`config.mk`:
```
export PLATFORM = sky130hd
export DESIGN_NAME = wprs_top
export DESIGN_NICKNAME = d
export VERILOG_FILES = /design/src/common/wprs_pkg.sv /design/src/core/wprs_sync.sv /design/src/core/wprs_top.sv
export VERILOG_INCLUDE_DIRS = /design/src /design/src/common
export SDC_FILE = /design/constraint.sdc
export NUM_CORES = 1
export LEC_CHECK = 0
export BUFFER_PORTS_ARGS = -buffer_cell sky130_fd_sc_hd__buf_2
export CORE_MARGIN = 8
export CORE_UTILIZATION = 36
export DETAILED_ROUTE_END_ITERATION = 8
export PLACE_DENSITY = 0.53
export SLEW_MARGIN = 20
export SYNTH_ARGS = -nofsm -noshare
export SYNTH_HDL_FRONTEND = slang
export SYNTH_SLANG_ARGS = --single-unit
```
`constraint.sdc`:
```
create_clock -name CLK_SYS -period 4.9 [get_ports CLK_SYS]
set_clock_uncertainty 0.05 [all_clocks]
set_input_delay 0.49 -clock CLK_SYS [delete_from_list [all_inputs] [get_ports CLK_SYS]]
set_output_delay 0.49 -clock CLK_SYS [all_outputs]
set_load 0.03 [all_outputs]
```
`src/common/wprs_defines.svh`:
```
// Constants of the power and reset sequencer
`ifndef WPRS_DEFINES_SVH
`define WPRS_DEFINES_SVH

// ----------------------------------------
// Pads and timing
// ----------------------------------------
`define WPRS_PAD_COUNT 9
`define WPRS_XO_SETTLE_MS 5
`define WPRS_CLK_SYS_KHZ 125000
`define WPRS_SETTLE_CNT_W 20

// ----------------------------------------
// Reset values
// ----------------------------------------
`define WPRS_SYNC_RST_VAL 1'h0

`endif

```
`src/common/wprs_pkg.sv`:
```
// Types of the power and reset sequencer
package wprs_pkg;

  // ----------------------------------------
  // Pad phases and device states
  // ----------------------------------------
  typedef enum logic [1:0] {
    PH_DOWN    = 2'b00,
    PH_POR     = 2'b01,
    PH_DEFAULT = 2'b10,
    PH_PROG    = 2'b11
  } wprs_phase_t;

  typedef enum logic [1:0] {
    ST_DOWN = 2'b00,
    ST_DOZE = 2'b01,
    ST_RX   = 2'b10,
    ST_TX   = 2'b11
  } wprs_dev_state_t;

endpackage

```
`src/core/wprs_sync.sv`:
```
// Two flip-flop synchroniser for one pin
module wprs_sync (
  input wire logic clk,
  input wire logic rst,
  input wire logic d,
  output logic q
);

  logic meta_q;

  always_ff @(posedge clk) begin
    if (rst) begin
      meta_q <= 1'h0;
      q <= 1'h0;
    end else begin
      meta_q <= d;
      q <= meta_q;
    end
  end

endmodule

```
`src/core/wprs_top.sv`:
```
// Power state and digital pad control of the wireless link controller
// Summary of operation
// - The device reports transmitting, receiving, idle on, or powered down.
// - With supply-enable and reset low, pads have output, input and pull all disabled.
// - With supply-enable high and reset low, outputs and inputs are off and pulls are on.
// - Out of reset but unprogrammed, outputs are off while inputs and pulls are on.
// - Once programmed, output and pull follow firmware and input is on exactly when output is off.
`include "wprs_defines.svh"

module wprs_top
  import wprs_pkg::*;
#(
  parameter int XO_SETTLE_CYCLES = `WPRS_XO_SETTLE_MS * `WPRS_CLK_SYS_KHZ
) (
  input wire logic CLK_SYS,
  input wire logic RESET,
  input wire logic SUPPLY_EN,
  input wire logic HARD_RESET_N,
  input wire logic CFG_LOAD,
  input wire logic [`WPRS_PAD_COUNT-1:0] CFG_OUT_EN,
  input wire logic [`WPRS_PAD_COUNT-1:0] CFG_PULL_EN,
  input wire logic TX_ACTIVE,
  input wire logic RX_ACTIVE,
  output logic [`WPRS_PAD_COUNT-1:0] PAD_OUT_EN,
  output logic [`WPRS_PAD_COUNT-1:0] PAD_IN_EN,
  output logic [`WPRS_PAD_COUNT-1:0] PAD_PULL_EN,
  output wprs_dev_state_t DEV_STATE,
  output logic [1:0] PAD_PHASE,
  output logic XO_EARLY
);

  localparam int PW = `WPRS_PAD_COUNT;
  localparam logic [`WPRS_SETTLE_CNT_W-1:0] SETTLE_LIM = `WPRS_SETTLE_CNT_W'(XO_SETTLE_CYCLES);

  logic en_s;
  logic rst_n_s;
  wprs_phase_t phase_q;
  wprs_phase_t phase_d;
  logic [PW-1:0] cfg_oe_q;
  logic [PW-1:0] cfg_pull_q;
  logic [`WPRS_SETTLE_CNT_W-1:0] settle_q;
  logic [PW-1:0] oe_q;
  logic [PW-1:0] ie_q;
  logic [PW-1:0] pull_q;
  wprs_dev_state_t dev_q;
  logic early_q;

  // ----------------------------------------
  // Pin synchronisers
  // ----------------------------------------
  wprs_sync u_sync_en (
    .clk(CLK_SYS),
    .rst(RESET),
    .d(SUPPLY_EN),
    .q(en_s)
  );

  wprs_sync u_sync_rst (
    .clk(CLK_SYS),
    .rst(RESET),
    .d(HARD_RESET_N),
    .q(rst_n_s)
  );

  // ----------------------------------------
  // Pad phase
  // ----------------------------------------
  always_comb begin
    phase_d = phase_q;
    if (!en_s) begin
      phase_d = PH_DOWN;
    end else if (!rst_n_s) begin
      phase_d = PH_POR;
    end else begin
      unique case (phase_q)
        PH_DOWN: phase_d = PH_POR;
        PH_POR: phase_d = PH_DEFAULT;
        PH_DEFAULT: phase_d = CFG_LOAD ? PH_PROG : PH_DEFAULT;
        PH_PROG: phase_d = PH_PROG;
      endcase
    end
  end

  always_ff @(posedge CLK_SYS) begin
    if (RESET) begin
      phase_q <= PH_DOWN;
    end else begin
      phase_q <= phase_d;
    end
  end

  // ----------------------------------------
  // Firmware pad configuration
  // ----------------------------------------
  always_ff @(posedge CLK_SYS) begin
    if (RESET) begin
      cfg_oe_q <= '0;
      cfg_pull_q <= '0;
    end else if (phase_q == PH_DOWN || phase_q == PH_POR) begin
      cfg_oe_q <= '0;
      cfg_pull_q <= '0;
    end else if (CFG_LOAD) begin
      cfg_oe_q <= CFG_OUT_EN;
      cfg_pull_q <= CFG_PULL_EN;
    end
  end

  // ----------------------------------------
  // Pad drivers
  // ----------------------------------------
  always_ff @(posedge CLK_SYS) begin
    if (RESET) begin
      oe_q <= '0;
      ie_q <= '0;
      pull_q <= '0;
    end else begin
      unique case (phase_q)
        PH_DOWN: begin
          oe_q <= '0;
          ie_q <= '0;
          pull_q <= '0;
        end
        PH_POR: begin
          oe_q <= '0;
          ie_q <= '0;
          pull_q <= '1;
        end
        PH_DEFAULT: begin
          oe_q <= '0;
          ie_q <= '1;
          pull_q <= '1;
        end
        PH_PROG: begin
          oe_q <= cfg_oe_q;
          ie_q <= ~cfg_oe_q;
          pull_q <= cfg_pull_q;
        end
      endcase
    end
  end

  // ----------------------------------------
  // Device state
  // ----------------------------------------
  always_ff @(posedge CLK_SYS) begin
    if (RESET) begin
      dev_q <= ST_DOWN;
    end else if (phase_q == PH_DOWN) begin
      dev_q <= ST_DOWN;
    end else if (TX_ACTIVE) begin
      dev_q <= ST_TX;
    end else if (RX_ACTIVE) begin
      dev_q <= ST_RX;
    end else begin
      dev_q <= ST_DOZE;
    end
  end

  // ----------------------------------------
  // Oscillator settle check
  // ----------------------------------------
  always_ff @(posedge CLK_SYS) begin
    if (RESET || !en_s) begin
      settle_q <= '0;
    end else if (settle_q != SETTLE_LIM) begin
      settle_q <= settle_q + `WPRS_SETTLE_CNT_W'(1);
    end
  end

  always_ff @(posedge CLK_SYS) begin
    if (RESET || !en_s) begin
      early_q <= 1'h0;
    end else if (phase_q == PH_POR && rst_n_s && settle_q != SETTLE_LIM) begin
      early_q <= 1'h1;
    end
  end

  assign PAD_OUT_EN = oe_q;
  assign PAD_IN_EN = ie_q;
  assign PAD_PULL_EN = pull_q;
  assign DEV_STATE = dev_q;
  assign PAD_PHASE = phase_q;
  assign XO_EARLY = early_q;

  // ----------------------------------------
  // Checks
  // ----------------------------------------
  down_pads_a: assert property (@(posedge CLK_SYS) disable iff (RESET)
    phase_q == PH_DOWN |=> oe_q == '0 && ie_q == '0 && pull_q == '0)
    else $error("pads not fully off in power-down");

  en_low_down_a: assert property (@(posedge CLK_SYS) disable iff (RESET)
    !en_s |=> phase_q == PH_DOWN ##1 (pull_q == '0))
    else $error("enable low did not reach power-down");

  por_pads_a: assert property (@(posedge CLK_SYS) disable iff (RESET)
    en_s && !rst_n_s |=> phase_q == PH_POR ##1 (oe_q == '0 && ie_q == '0 && pull_q == '1))
    else $error("pads wrong while held in reset");

  default_pads_a: assert property (@(posedge CLK_SYS) disable iff (RESET)
    phase_q == PH_DEFAULT |=> oe_q == '0 && ie_q == '1 && pull_q == '1)
    else $error("pads wrong before programming");

  prog_follow_a: assert property (@(posedge CLK_SYS) disable iff (RESET)
    phase_q == PH_PROG |=> oe_q == $past(cfg_oe_q) && pull_q == $past(cfg_pull_q))
    else $error("pads do not follow firmware setting");

  input_opposite_a: assert property (@(posedge CLK_SYS) disable iff (RESET)
    phase_q == PH_PROG |=> ie_q == ~oe_q)
    else $error("input buffer not opposite of driver");

  load_prog_a: assert property (@(posedge CLK_SYS) disable iff (RESET)
    phase_q == PH_DEFAULT && en_s && rst_n_s && CFG_LOAD |=> phase_q == PH_PROG && cfg_oe_q == $past(CFG_OUT_EN))
    else $error("load did not program pads");

  state_down_a: assert property (@(posedge CLK_SYS) disable iff (RESET)
    phase_q == PH_DOWN |=> dev_q == ST_DOWN)
    else $error("state not down while powered down");

  state_tx_a: assert property (@(posedge CLK_SYS) disable iff (RESET)
    phase_q != PH_DOWN && TX_ACTIVE |=> dev_q == ST_TX)
    else $error("state not transmit");

  state_rx_a: assert property (@(posedge CLK_SYS) disable iff (RESET)
    phase_q != PH_DOWN && !TX_ACTIVE && RX_ACTIVE |=> dev_q == ST_RX)
    else $error("state not receive");

  state_doze_a: assert property (@(posedge CLK_SYS) disable iff (RESET)
    phase_q != PH_DOWN && !TX_ACTIVE && !RX_ACTIVE |=> dev_q == ST_DOZE)
    else $error("state not idle on");

endmodule

```
======== After elaboration in Yosys (flattened, before gate mapping) ========
Cells that the tools add are included.
storage, ports and cells
  register bits after elaboration ......... 74
  input port bits ......................... 25
  output and inout bits ................... 32
  logic and storage cells ................. 43
cells by class
  add/sub/neg operators ................... 1
  eq/ne operators ......................... 4
  mux-type cells .......................... 8
  bitwise operators ....................... 3
  reduce and logical (&&, ||, !) cells .... 13
operator list
  operator                                        number
  case mux 9 bit (3 select lines)                 2
  adder 20 x 1 -> 20 bit (second input constant)  1
  != test 20 bit (second input constant)          1
  case mux 9 bit (2 select lines)                 1
  OR reduction 2 bit                              5
  NOT 9 bit                                       1
  case mux 2 bit (4 select lines)                 1
  OR reduction 3 bit                              2
  == test 2 bit (second input constant)           2
  two-way mux 2 bit                               2
  == test 2 x 1 -> 1 bit (second input constant)  1
  logical AND 1 bit                               2
  zero test 2 bit                                 1
  logical OR 1 bit                                2
  two-way mux 1 bit                               2
  NOT 1 bit                                       2
  zero test 1 bit                                 1

======== Depth between registers and ports, before layout ========
  depth in word-level cells ............... 3
  gate-level depth with buffers ........... 6
  gate-level depth less buffers ........... 6

======== Modules after synthesis ========
Synthesis repeated with hierarchy kept, for this count alone.
unflattened totals
  cell total of the unflattened synthesis .. 298
  area total of the unflattened synthesis .. 2,768.9 um^2
by module, submodules not included
  module     times used  cells an instance  area an instance (um^2)  seq. area each (um^2)
  wprs_top   1           290                2,663.8                  1,401.3
  wprs_sync  2           4                  52.6                     40.0

======== Worst setup path after synthesis ========
No wires, ideal clock.
  kind .................................... register to register
  start point ............................. reg phase_q[0], in the netlist PAD_PHASE[0]
  end point ............................... reg cfg_oe_q[0]
  library setup time ...................... 65 ps
  data arrival time ....................... 1,738 ps
  required time ........................... 4,785 ps
  path slack .............................. 3,047 ps
  cell stages (with the launch flop) ...... 7
  path buffers ............................ 2
  clock period less this slack ............ 1,853 ps
  path through ............................ dfxtp_1 > inv_1 > ha_1 > or3_1 > clkbuf_1 > clkbuf_1 > nor2_1
on the way
  longest elaborated chain between the ends .. 3
  elaborated cells between the ends (all ways) .. 4
  those cells by class .................... 1 x eq/ne; 3 x reduce/logical
ends and longest elaborated chain
  item                                                       line             text
  start: declaration                                         wprs_top.sv:37   wprs_phase_t phase_q;
  start signal: assignment                                   wprs_top.sv:88   phase_q <= phase_d;
  == test 2 x 1 -> 1 bit or zero test 2 bit (tied branches)  wprs_top.sv:99   end else if (phase_q == PH_DOWN || phase_q == PH_POR) begin
  logical OR 1 bit (*)                                       wprs_top.sv:99
  OR reduction 2 bit (no source line) (*)                    --
  end signal: assignment                                     wprs_top.sv:97   cfg_oe_q <= '0;
  end signal: assignment                                     wprs_top.sv:100  cfg_oe_q <= '0;
  end signal: assignment                                     wprs_top.sv:103  cfg_oe_q <= CFG_OUT_EN;
  end: declaration                                           wprs_top.sv:39   logic [PW-1:0] cfg_oe_q;
Mark *: on every way between the ends. The rest lies on a longest branch, timed or not.
A chain may end at the register's enable or synchronous reset.

======== Worst setup path after layout ========
  start point ............................. reg settle_q[7]
  end point ............................... reg settle_q[19]
on the way
  longest elaborated chain between the ends .. 1
  elaborated cells between the ends (all ways) .. 2
  those cells by class .................... 1 x add/sub; 1 x eq/ne
ends and longest elaborated chain
  item                                                      line                              text
  start: declaration                                        wprs_top.sv:41                    logic [`WPRS_SETTLE_CNT_W-1:0] settle_q;
  start signal: assignment                                  wprs_top.sv:166                   settle_q <= settle_q + `WPRS_SETTLE_CNT_W'(1);
  adder 20 x 1 -> 20 bit or != test 20 bit (tied branches)  wprs_top.sv:166, wprs_top.sv:165
Parallel ways exist; a longest one is shown, timed or not.

==> results_dict.tcl <==
set metrics [dict create \
    layout-drive-gt1-share_pct 21.5 \
    synth_area_mm2 0.00279 \
    dr.pass1.iters 5 \
    wire_length_of_the_first_global_routing_pass_um 10400 \
    nets 381 \
    max-vdd-ir-drop_mv 0.150 \
    final.period_utilization_pct 39.6 \
    post_synth_and_or_nand_nor_area_fraction_pct 21.2 \
    vias 2112 \
    largest_family_of_logic_cells_by_synthesized_area "simple AND/OR/NAND/NOR gates" \
    final_antenna_net_count 0 \
    placeableCoreArea_mm2 0.00761 \
    grt.overflow.total 0 \
    cts_buffer_depth 2 \
    report.final.setup_viol 0 \
    syn-num-nets 330 \
    synth_xor_area_share_pct 3.46 \
    whs_path_depth 3 \
    ys_seq_area_share_pct 53.2 \
    number_of_antenna_violations_at_the_first_check_in_global_routing 0 \
    layout.filler_cells 781 \
    worst_setup_path_start_kind "register" \
    gr-usage-all-layers_pct 11.8 \
    ys_dominant_reg_cell "dfxtp_1" \
    rr_endpoint "settle_q[19]" \
    hold_path_class "input port to register" \
    cts-resized-gates 0 \
    min_delay_startpoint "CFG_OUT_EN[4]" \
    clock_sinks 74 \
    synth-warning-count 0 \
    drv_slew 0 \
    synthesis.instances 298 \
    port_buffers 56 \
    largest_net_degree_at_the_start_of_global_routing 23 \
    antenna_diode_count 0 \
    flow.area_growth_from_synthesis_pct 19.7 \
    grt_setup_unrepaired "false" \
    crit_path_max_incr_delay_ns 0.53 \
    outcome "completed" \
    reg2reg_path_depth 4 \
    synth.lib_cells_used.distinct 35 \
    synth_compound_gate_area_share_pct 8.00 \
    boundaryPins 57 \
    maxCapViolations 0 \
    cts-hold-fix-buffers 0 \
    die_area_mm2 0.0108 \
    synth_adder_area_share_pct 3.14 \
    power_leakage_nw 1.33 \
    post_synth_mux_area_share_pct 6.47 \
    worst_pin_slew_ns 0.815 \
    fp.dieH_um 104 \
    ys_ff_latch 74 \
    crit_path_end_kind "register" \
    fin_worst_hold_slack_ns 0.321 \
    drc_errors 0 \
    clk_pin_slew_worst_paths_ns 0.09 \
    critical_path_class "register to register" \
    gp_congestion 0.733 \
    cts.root.buffer_cell "clkbuf_8" \
    relSlewSlack_pct 45.7 \
    clk_latency_ns 0.35 \
    final_core_utilization_pct 43.8 \
    cellPowerDensity_mw_per_mm2 335 \
    synth-edff-count 0 \
    r2r_setup_slack_ns 2.96 \
    tritoncts_clock_tree "built" \
    floorplan.rows 32 \
    tritoncts_buffers 9 \
    post_drt_via_cell_ratio 4.63 \
    hold_viol 0 \
    crit_arrival_ns 2.15 \
    critical_path_required_time_ns 5.11 \
    cts_htree_levels 3 \
    die_w_um 104 \
    grt_pass1_vias 2167 \
    synthesis.area_per_instance_um2 9.35 \
    drt-wirelength-per-cell_um 13.5 \
    multi_input_comb_area_mm2 0.00118 \
    critical_path_top_delay_cell "or4_1" \
    crit-reg2reg-launch "settle_q[7]" \
    final_period_minus_worst_setup_slack_ns 1.94 \
    final.setup.tns_ns 0 \
    drtIter0Drc 70 \
    clock.fmax_mhz 515 \
    post_cts_buffers 0 \
    path_cells "nand4_2 -> or3_1 -> or4_1 -> a21oi_1" \
    timing.critical_path.fanout_max 10 \
    ff_latch_area_mm2 0.00148 \
    synth-async-reset-ratio_pct 0 \
    drt_wl_total_um 6160 \
    hold_end "cfg_oe_q[4]" \
    dp_hpwl_um 4410 \
    initial_core_util_pct 36.6 \
]
## routing by layer
layer | part of all wire (%) | vias to the layer above | global-route usage [%]
met5 | 0 | - | 0
met4 | 2.0 | 0 | 6.20
met3 | 5.8 | 11 | 3.90
met2 | 45 | 42 | 18.1
met1 | 47 | 966 | 14.5
li1 | - | 1093 | -
## synth_stat cells, types with 6 or more instances
library cell	instances	area, um^2
a21oi_1	28	140
clkbuf_1	12	45.0
mux2i_1	18	180
ha_1	7	87.6
nand3_1	8	40.0
nor2b_1	6	37.5
xor2_1	7	61.3
and2_1	9	56.3
nor2_1	50	188
nor3_1	6	30.0
inv_1	17	63.8
dfxtp_1	74	1480
## metrics by stage
step	std cells	total power [mW]	setup WS [ns]	cell area, um^2
detailed placement	440	0.655	2.96	3130
finish	456	1.12	2.96	3330
global placement	440	0.655	3.01	3130
global route	456	1.16	2.84	3330
CTS	456	1.13	2.94	3330
floorplan	298	0.641	3.05	2790
## registers in the layout, summed over array words and instances (netlist names), 2 cells and up
signal	count
DEV_STATE	2
PAD_IN_EN	9
PAD_OUT_EN	9
PAD_PHASE	2
PAD_PULL_EN	9
cfg_oe_q	9
cfg_pull_q	9
settle_q	20
## how the worst max path moves through the flow
stage                             from           end  slack [ns]  depth (start not counted)
after floorplan           PAD_PHASE[0]   cfg_oe_q[0]        3.05                          6
after global placement           RESET  settle_q[17]        3.01                          4
after detailed placement   settle_q[7]  settle_q[19]        2.96                          4
after CTS                  settle_q[7]  settle_q[19]        2.94                          4
after global routing       settle_q[7]  settle_q[19]        2.84                          4
final                      settle_q[7]  settle_q[19]        2.96                          4
## placed cells by master, fill, tap and decap left out
cell type and count:
nor3_1 6, mux2i_1 18, a21oi_1 28, dfxtp_1 74, nand4bb_1 1, and3_1 3, or2_2 1, or3_1 5
xor2_1 7, nor4b_1 1, bufinv_16 1, a211oi_1 2, clkinv_4 2, and4_2 1, nand4_1 5, nand4_2 1
nand2b_1 4, clkinvlp_4 3, nand2_1 5, ha_1 7, o21ai_0 3, nand3_1 8, clkbuf_8 9, nor2_1 50
or4_1 5, nor2b_1 6, o31ai_1 4, nor4_1 1, a21o_1 1, and3_2 1, o211ai_1 2, nand3b_1 1
inv_6 1, or2_1 1, xnor2_1 4, and2_1 9, buf_2 56, inv_1 17
## layout make-up
class                           instances  area share [%]
Clock inverter                          7            2.36
Multi-Input combinational cell        191            35.3
Tap cell                              102            3.83
Sequential cell                        74            44.4
Inverter                               17            1.91
Timing Repair Buffer                   56            8.41
Clock buffer                            9            3.72
## report_power, final
group / internal (mW) / switching [mW]
Combinational: 0.0162 / 0.0183
Clock: 0.238 / 0.237
Sequential: 0.604 / 0.00171
Total: 0.858 / 0.257
## cells by family (layout without fill, tap and decap cells)
| group | after synthesis | after routing |
|---|---|---|
| multiplexers | 18 | 18 |
| adder cells (fa/ha/maj) | 7 | 7 |
| AO/OA/AOI/OAI | 40 | 40 |
| XOR/XNOR | 11 | 11 |
| flip-flops | 74 | 74 |
| AND/OR/NAND/NOR | 115 | 115 |
| buffers and inverters | 33 | 89 |
## critical path: cells and delay by family, from the launching register on
kind	cells	cell delay (ns)
flip-flops	1	0.45
AND/OR/NAND/NOR	3	1.19
AO/OA/AOI/OAI	1	0.16
Note: power is estimated with default switching activity, not from simulation.
